[config.mk]
export PLATFORM = sky130hd
export DESIGN_NAME = pmr_register_bank
export DESIGN_NICKNAME = d
export VERILOG_FILES = /design/src/pmr_register_bank.v
export VERILOG_INCLUDE_DIRS = /design/src
export SDC_FILE = /design/constraint.sdc
export NUM_CORES = 1
export LEC_CHECK = 0
export ABC_AREA = 1
export BUFFER_PORTS_ARGS = -buffer_cell sky130_fd_sc_hd__clkbuf_2
export CAP_MARGIN = 20
export CORE_MARGIN = 4
export CORE_UTILIZATION = 55
export CTS_CLUSTER_SIZE = 28
export DETAILED_ROUTE_END_ITERATION = 12
export PLACE_DENSITY_LB_ADDON = 0.3
export SLEW_MARGIN = 30
export SYNTH_ARGS = -nofsm -noshare
export SYNTH_HDL_FRONTEND = slang
export SYNTH_SLANG_ARGS = --single-unit
export TNS_END_PERCENT = 5
[constraint.sdc]
create_clock -name i_core_clk -period 3.5 [get_ports i_core_clk]
set_input_delay 0.175 -clock i_core_clk [delete_from_list [all_inputs] [get_ports i_core_clk]]
set_output_delay 0.175 -clock i_core_clk [all_outputs]
set_load 0.05 [all_outputs]
[src/pmr_defs.vh]
/*
  Constants for the power monitor register bank: register addresses,
  configuration field positions, reset values and start-up delay timing.
  Assumes a 100 MHz core clock and a 6-bit register address.

  // Behaviour
  // - Bus voltage result, 16 bits, address 5h
  // - Diagnostic flags and alerts, 16 bits, Bh
  // - Bus overvoltage threshold, 16 bits, address Eh
  // - Power over-limit threshold, 16 bits, 11h
  // - Identification register, 16 bits, address 3Eh
  // - Config bit 15 soft reset, self-clearing
  // - Config bit 14 clears energy and charge
  // - First conversion delayed code times 2 ms
  // - Config bit 4 always reads one
  // - Config bits 5 and 3-0 read zero
*/
`ifndef PMR_DEFS_VH
`define PMR_DEFS_VH

// ------------------------------------------------------------------
// Register addresses
// ------------------------------------------------------------------
`define PMR_ADDR_DEV_CFG 6'h00
`define PMR_ADDR_CONV_CFG 6'h01
`define PMR_ADDR_BUS_V 6'h05
`define PMR_ADDR_TEMP 6'h06
`define PMR_ADDR_CURR 6'h07
`define PMR_ADDR_POWER 6'h08
`define PMR_ADDR_ENERGY 6'h09
`define PMR_ADDR_CHARGE 6'h0A
`define PMR_ADDR_DIAG 6'h0B
`define PMR_ADDR_CUR_OVER 6'h0C
`define PMR_ADDR_CUR_UNDER 6'h0D
`define PMR_ADDR_BUS_OVER 6'h0E
`define PMR_ADDR_BUS_UNDER 6'h0F
`define PMR_ADDR_TEMP_OVER 6'h10
`define PMR_ADDR_PWR_OVER 6'h11
`define PMR_ADDR_MAKER_ID 6'h3E

// ------------------------------------------------------------------
// Configuration fields
// ------------------------------------------------------------------
`define PMR_CFG_SOFT_RST 15
`define PMR_CFG_ACC_CLR 14
`define PMR_CFG_DLY_HI 13
`define PMR_CFG_DLY_LO 6
`define PMR_CFG_ONE_BIT 4
`define PMR_DIAG_SET_HI 15
`define PMR_DIAG_SET_LO 8

// ------------------------------------------------------------------
// Reset values
// ------------------------------------------------------------------
`define PMR_RST_DEV_CFG 16'h0000
`define PMR_RST_CONV_CFG 16'hFB68
`define PMR_RST_LIMIT 16'h0000
`define PMR_RST_DIAG 16'h0000
`define PMR_RST_MAKER_ID 16'h5A5A

// ------------------------------------------------------------------
// Start-up delay timing
// ------------------------------------------------------------------
`define PMR_CLK_MHZ 100
`define PMR_DLY_STEP_MS 2
// 2 ms of the 100 MHz core clock, sized to the 18-bit tick counter
`define PMR_DLY_STEP_CYCLES 18'h30D40

`endif

[src/pmr_register_bank.v]
/*
  Register bank of the power monitor: configuration, results,
  accumulators, diagnostics, limit thresholds and identification.
  Assumes the serial bus front end presents single-cycle read and write
  strobes on the core clock, and that measurement logic shares that clock.
*/
`include "pmr_defs.vh"

module pmr_register_bank #(
  parameter [17:0] DLY_STEP_CYCLES = `PMR_DLY_STEP_CYCLES,
  // Identification value is arbitrary
  parameter [15:0] MAKER_ID = `PMR_RST_MAKER_ID
) (
  // Clock and reset
  input wire i_core_clk,
  input wire i_sys_rst,
  // Register access from the serial bus front end
  input wire i_wr_en,
  input wire i_rd_en,
  input wire [5:0] i_addr,
  input wire [15:0] i_wdata,
  output reg [39:0] o_rdata,
  output reg o_rvalid,
  // Measurement results
  input wire i_meas_valid,
  input wire [15:0] i_bus_voltage,
  input wire [15:0] i_die_temp,
  input wire [15:0] i_current,
  input wire [23:0] i_power,
  // Accumulator increments
  input wire i_acc_valid,
  input wire [39:0] i_energy_inc,
  input wire [39:0] i_charge_inc,
  // Diagnostic flag events
  input wire [7:0] i_diag_set,
  // Configuration towards converter and alert logic
  output reg [15:0] o_conv_cfg,
  output reg [15:0] o_diag_cfg,
  output reg [15:0] o_cur_over,
  output reg [15:0] o_cur_under,
  output reg [15:0] o_bus_over,
  output reg [15:0] o_bus_under,
  output reg [15:0] o_temp_over,
  output reg [15:0] o_pwr_over,
  // Status
  output reg o_conv_enable,
  output reg o_soft_reset
);

  // ----------------------------------------------------------------
  // Reset
  // ----------------------------------------------------------------
  // Soft reset lasts one cycle and returns the whole bank to default
  wire rst = i_sys_rst | o_soft_reset;
  wire wr_cfg = i_wr_en && (i_addr == `PMR_ADDR_DEV_CFG);

  always @(posedge i_core_clk) begin
    if (i_sys_rst) begin
      o_soft_reset <= 1'b0;
    end else begin
      // Bit is never stored, so it reads back zero: self-clearing
      o_soft_reset <= wr_cfg & i_wdata[`PMR_CFG_SOFT_RST];
    end
  end

  // ----------------------------------------------------------------
  // Configuration and limit registers
  // ----------------------------------------------------------------
  reg acc_clr_q;
  reg [7:0] dly_code_q;

  always @(posedge i_core_clk) begin
    if (rst) begin
      acc_clr_q <= 1'b0;
      dly_code_q <= 8'h00;
      o_conv_cfg <= `PMR_RST_CONV_CFG;
      o_cur_over <= `PMR_RST_LIMIT;
      o_cur_under <= `PMR_RST_LIMIT;
      o_bus_over <= `PMR_RST_LIMIT;
      o_bus_under <= `PMR_RST_LIMIT;
      o_temp_over <= `PMR_RST_LIMIT;
      o_pwr_over <= `PMR_RST_LIMIT;
    end else if (i_wr_en) begin
      case (i_addr)
        `PMR_ADDR_DEV_CFG: begin
          acc_clr_q <= i_wdata[`PMR_CFG_ACC_CLR];
          dly_code_q <= i_wdata[`PMR_CFG_DLY_HI:`PMR_CFG_DLY_LO];
        end
        `PMR_ADDR_CONV_CFG: begin
          o_conv_cfg <= i_wdata;
        end
        `PMR_ADDR_CUR_OVER: begin
          o_cur_over <= i_wdata;
        end
        `PMR_ADDR_CUR_UNDER: begin
          o_cur_under <= i_wdata;
        end
        `PMR_ADDR_BUS_OVER: begin
          o_bus_over <= i_wdata;
        end
        `PMR_ADDR_BUS_UNDER: begin
          o_bus_under <= i_wdata;
        end
        `PMR_ADDR_TEMP_OVER: begin
          o_temp_over <= i_wdata;
        end
        `PMR_ADDR_PWR_OVER: begin
          o_pwr_over <= i_wdata;
        end
        default: begin
          // Results, identity and unlisted addresses keep their contents
          acc_clr_q <= acc_clr_q;
        end
      endcase
    end
  end

  // ----------------------------------------------------------------
  // Diagnostic flags and alert settings
  // ----------------------------------------------------------------
  // Upper byte is host settings, lower byte sticky flags, write one to
  // clear; a new event in the clearing cycle wins
  wire [7:0] diag_flags;
  wire wr_diag = i_wr_en && (i_addr == `PMR_ADDR_DIAG);
  wire [7:0] diag_clr = wr_diag ? i_wdata[7:0] : 8'h00;

  always @(posedge i_core_clk) begin
    if (rst) begin
      o_diag_cfg <= `PMR_RST_DIAG;
    end else if (wr_diag) begin
      o_diag_cfg <= {i_wdata[`PMR_DIAG_SET_HI:`PMR_DIAG_SET_LO], 8'h00};
    end
  end

  // One flop per flag, so each event source stands on its own;
  // the set arm comes first so a racing clear cannot lose an event
  genvar g_bit;
  generate
    for (g_bit = 0; g_bit < 8; g_bit = g_bit + 1) begin : g_diag_flag
      reg flag_q;

      always @(posedge i_core_clk) begin
        if (rst) begin
          flag_q <= 1'b0;
        end else if (i_diag_set[g_bit]) begin
          // Set beats clear in the same cycle
          flag_q <= 1'b1;
        end else if (diag_clr[g_bit]) begin
          flag_q <= 1'b0;
        end
      end

      assign diag_flags[g_bit] = flag_q;
    end
  endgenerate

  // ----------------------------------------------------------------
  // Measurement results and accumulators
  // ----------------------------------------------------------------
  reg [15:0] bus_v_q;
  reg [15:0] temp_q;
  reg [15:0] curr_q;
  reg [23:0] power_q;
  reg [39:0] energy_q;
  reg [39:0] charge_q;

  always @(posedge i_core_clk) begin
    if (rst) begin
      bus_v_q <= 16'h0000;
      temp_q <= 16'h0000;
      curr_q <= 16'h0000;
      power_q <= 24'h000000;
    end else if (i_meas_valid) begin
      bus_v_q <= i_bus_voltage;
      temp_q <= {i_die_temp[15:4], 4'h0};
      curr_q <= i_current;
      power_q <= i_power;
    end
  end

  // Clear is held while the bit stays set, so no increment slips in
  always @(posedge i_core_clk) begin
    if (rst || acc_clr_q) begin
      energy_q <= 40'h0000000000;
      charge_q <= 40'h0000000000;
    end else if (i_acc_valid) begin
      energy_q <= energy_q + i_energy_inc;
      charge_q <= charge_q + i_charge_inc;
    end
  end

  // ----------------------------------------------------------------
  // Start-up conversion delay
  // ----------------------------------------------------------------
  // A configuration write restarts the wait with the new code, so the
  // delay applies to the first conversion after it; code 0 starts at once
  // Limitation: steps longer than 18 bits of ticks need a wider counter
  reg [17:0] tick_q;
  reg [7:0] step_q;

  always @(posedge i_core_clk) begin
    if (rst) begin
      tick_q <= 18'h00000;
      step_q <= 8'h00;
      o_conv_enable <= 1'b0;
    end else if (wr_cfg) begin
      // Restart the count from zero for the code written now
      tick_q <= 18'h00000;
      step_q <= 8'h00;
      o_conv_enable <= 1'b0;
    end else if (!o_conv_enable) begin
      if (step_q == dly_code_q) begin
        o_conv_enable <= 1'b1;
      end else if (tick_q == DLY_STEP_CYCLES - 18'h00001) begin
        tick_q <= 18'h00000;
        step_q <= step_q + 8'h01;
      end else begin
        tick_q <= tick_q + 18'h00001;
      end
    end
  end

  // ----------------------------------------------------------------
  // Read path
  // ----------------------------------------------------------------
  reg [39:0] rd_mux;

  always @* begin
    rd_mux = 40'h0000000000;
    case (i_addr)
      `PMR_ADDR_DEV_CFG: begin
        // Bit 15 self-clears, bits 5 and 3-0 zero, bit 4 one
        rd_mux[`PMR_CFG_ACC_CLR] = acc_clr_q;
        rd_mux[`PMR_CFG_DLY_HI:`PMR_CFG_DLY_LO] = dly_code_q;
        rd_mux[`PMR_CFG_ONE_BIT] = 1'b1;
        // Bits 5 and 3-0 keep the zero set above
      end
      `PMR_ADDR_CONV_CFG: begin
        rd_mux[15:0] = o_conv_cfg;
      end
      `PMR_ADDR_BUS_V: begin
        rd_mux[15:0] = bus_v_q;
      end
      `PMR_ADDR_TEMP: begin
        rd_mux[15:0] = temp_q;
      end
      `PMR_ADDR_CURR: begin
        rd_mux[15:0] = curr_q;
      end
      `PMR_ADDR_POWER: begin
        rd_mux[23:0] = power_q;
      end
      `PMR_ADDR_ENERGY: begin
        rd_mux = energy_q;
      end
      `PMR_ADDR_CHARGE: begin
        rd_mux = charge_q;
      end
      `PMR_ADDR_DIAG: begin
        rd_mux[15:0] = o_diag_cfg | {8'h00, diag_flags};
      end
      `PMR_ADDR_CUR_OVER: begin
        rd_mux[15:0] = o_cur_over;
      end
      `PMR_ADDR_CUR_UNDER: begin
        rd_mux[15:0] = o_cur_under;
      end
      `PMR_ADDR_BUS_OVER: begin
        rd_mux[15:0] = o_bus_over;
      end
      `PMR_ADDR_BUS_UNDER: begin
        rd_mux[15:0] = o_bus_under;
      end
      `PMR_ADDR_TEMP_OVER: begin
        rd_mux[15:0] = o_temp_over;
      end
      `PMR_ADDR_PWR_OVER: begin
        rd_mux[15:0] = o_pwr_over;
      end
      `PMR_ADDR_MAKER_ID: begin
        rd_mux[15:0] = MAKER_ID;
      end
      default: begin
        // Unlisted addresses read zero
        rd_mux = 40'h0000000000;
      end
    endcase
  end

  always @(posedge i_core_clk) begin
    if (rst) begin
      o_rdata <= 40'h0000000000;
      o_rvalid <= 1'b0;
    end else begin
      o_rvalid <= i_rd_en;
      if (i_rd_en) begin
        o_rdata <= rd_mux;
      end
    end
  end

endmodule // pmr_register_bank

==> flow_metrics.tcl <==
set metrics [dict create \
    status "finished clean" \
    drt-vias-per-instance 5.382 \
    synth-edff-count 0 \
    hold_violations 0 \
    hold_class "in -> reg" \
    cts-resized-gates 0 \
    fin_skew_ns 0.04141 \
    fin_ws_ns 1.014 \
    cp_slowest_cell "fa_1" \
    h-tree-depth 2 \
    dpl.hpwl_um 54900 \
    vias 22760 \
    clockBufferDepth 3 \
    die-area_sq_um 41090 \
    cts_buffers 40 \
    wire_per_inst_um 17.42 \
    nNetsFinal 3961 \
    antenna_found_initial 4 \
    ys_ff_latch 354 \
    rsz0062_at_grt "no" \
    cts_root_buf "clkbuf_16" \
    area_delta_synth_final_pct 19.96 \
    cellPowerDensity_nw_per_um2 433.6 \
    globalplace.congestion 1.009 \
    cts_hold_buffers 90 \
    overflow 0 \
    row_count 71 \
    layout-drive-gt1-share_pct 12.17 \
    ys_types 39 \
    synth_top_area_share_pct 33.99 \
    syn_inst 3317 \
    portBuffers 346 \
    start_util_pct 55.61 \
    fillers 3518 \
    stdcell_count 4229 \
    max_slew_margin_pct 37.52 \
    cp.required_ns 3.98 \
    place_area_sq_um 22830 \
    drv_slew 0 \
    worstSetupStartpointType "flip-flop" \
    drc 0 \
    fin_area_sq_um 25010 \
    detail_route.wirelength_um 73660 \
    fin_crit_sh_pct 71.03 \
    synth_area_leader_cell "dfxtp_1" \
    drt-pass1-iter-count 6 \
    regArea_sq_um 7087 \
    worst_ep_arrival_time_ns 2.96 \
    cts_setup_buffers 0 \
    fin_util_pct 66.71 \
    grt_max_degree 106 \
    finalSetupViolCount 0 \
    core_area_sq_um 37490 \
    whs_ns 0.04172 \
    die-width_um 202.7 \
    max_slew.worst_pin.slew_ns 0.9372 \
    crit_top_cell "nand2_1" \
    clkTransAtPathRegs_ns 0.06 \
    first_global_vias 20150 \
    yosys_warnings 0 \
    drtIter0Drc 2291 \
    grt_first_pass_wirelength_um 111400 \
    postRouteAntennaNets 0 \
    criticalPathCategory "reg -> reg" \
    synth_seq_area_share_pct 33.99 \
    grt_usage_pct 33.91 \
    clock_sinks 354 \
    place_inst 4070 \
    min_period_ns 2.486 \
    die_h_um 202.7 \
    crit_fanout 4 \
    syn_area_per_cell_sq_um 6.285 \
    slowest_delay_ns 0.46 \
    end_kind "flip-flop" \
    syn_area_sq_um 20850 \
    peakVddDrop_mv 0.3424 \
    maxCapViolations 0 \
    synth_flop_cell "dfxtp_1" \
    max_freq_mhz 402.3 \
    synth_area_leaders "dfxtp_1 34%, nand2_1 15%, inv_1 9.9%" \
    multi_input_area_sq_um 11120 \
    ys_async_sr_fraction_pct 0 \
    clk_latency_ns 0.59 \
    finalSetupTns_ns 0 \
    p_total_mw 10.85 \
    cts_tree "done" \
    crit_chain "ha_1 -> fa_1 -> nand3_1 -> nand3_1 -> nand2_1 -> nand2_1 -> nand2_1 -> nand3_1 -> nand2_1 -> nand2_1 -> nand2_1 -> nand3_1 -> nand2_1 -> inv_1" \
    p_leak_nw 12.62 \
    io_pins 359 \
    dp_slack_ns 1.067 \
]
-- layout by cell type (no fill, tap or decap), types with 6 or more instances in the layout --
cell type and n:
o221ai_1 20, dlygate4sd3_1 90, o21ai_1 9, buf_4 14
nor2_1 305, conb_1 8, clkbuf_2 346, clkinv_2 6
nand4_1 28, a21oi_1 360, inv_1 546, nor2_2 8
o22ai_1 38, ha_1 80, inv_2 14, xnor2_1 11
o211ai_1 12, o21bai_1 6, nor3_1 23, xor2_1 52
nor2_4 8, nand2_1 858, o21ai_0 281, nand3_1 157
clkbuf_1 9, clkbuf_16 40, dfxtp_1 354
-- cell usage after synthesis, types with 2 or more instances --
| cell type | count |
|---|---|
| nand2_1 | 858 |
| o21ai_0 | 281 |
| o22ai_1 | 38 |
| xor2_1 | 52 |
| nor2_2 | 7 |
| buf_4 | 10 |
| o221ai_1 | 20 |
| o211ai_1 | 12 |
| xnor2_1 | 11 |
| ha_1 | 80 |
| inv_2 | 13 |
| clkbuf_1 | 78 |
| o21bai_1 | 6 |
| nand4_1 | 28 |
| a21oi_1 | 360 |
| dfxtp_1 | 354 |
| buf_1 | 8 |
| buf_2 | 30 |
| fa_1 | 2 |
| nor3_1 | 23 |
| o21ai_1 | 9 |
| nor2_1 | 306 |
| nand3_1 | 157 |
| inv_1 | 548 |
| nor3b_1 | 5 |
| nor2_4 | 8 |
-- power by group --
part           total (mW)  internal (mW)  leakage (nW)  switching, mW
Clock                4.15           2.38         0.616           1.77
Sequential           4.34           4.22          2.90          0.117
Combinational        2.35          0.781          9.11           1.57
Total                10.8           7.38          12.6           3.46
-- registers in the layout, summed over array words and instances, names as in the netlist, 12 cells and up --
name         count
o_cur_under     16
o_cur_over      16
tick_q          18
o_conv_cfg      16
o_pwr_over      16
bus_v_q         16
charge_q        40
o_bus_over      16
temp_q          12
o_bus_under     16
curr_q          16
o_rdata         40
o_temp_over     16
power_q         24
energy_q        40
-- logic make-up (layout without fill, tap and decap cells) --
family	after synthesis	count (layout)	share of synthesized area, %
XOR/XNOR	63	63	2.647
flip-flops	354	354	33.99
AND/OR/NAND/NOR	1397	1397	27.13
other	1	13	0.01799
buffers and inverters	689	1078	12.80
adder cells (fa/ha/maj)	82	82	4.993
AO/OA/AOI/OAI	731	731	18.42
-- layer usage --
metal / track usage, % / vias to the layer above / routed length (um)
met1: 49.20 / 10160 / 31860
met3: 6.213 / 173 / 7970
met4: 13.82 / 0 / 3370
met2: 49.82 / 1157 / 30460
li1: - / 11280 / -
met5: 0 / - / 0
-- area by class of cell --
class,count,area share [%]
Tap cell,511,2.556
Timing Repair Buffer,452,11.11
Clock inverter,13,0.7954
Inverter,562,8.440
Antenna cell,5,0.05003
Multi-Input combinational cell,2281,44.47
Sequential cell,354,28.34
Clock buffer,51,4.247
-- worst max-delay path, delay by kind of cell (launching register included) --
family,cells,cell delay (ns)
flip-flops,1,0.33
adder cells (fa/ha/maj),2,0.69
AND/OR/NAND/NOR,11,1.33
buffers and inverters,1,0.04
-- final timing paths --
path                                                from                         to  slack (ns)  cells past startpoint
worst max-delay path            energy_q[0]$_SDFFE_PP0P_  energy_q[38]$_SDFFE_PP0P_        1.01                     14
worst max register to register  energy_q[0]$_SDFFE_PP0P_  energy_q[38]$_SDFFE_PP0P_        1.01                     14
worst min register to register   bus_v_q[0]$_SDFFE_PP0P_    bus_v_q[0]$_SDFFE_PP0P_        0.46                      2
worst min-delay path                    i_bus_voltage[1]    bus_v_q[1]$_SDFFE_PP0P_        0.04                      3
Power figures use the tool's default switching activity.
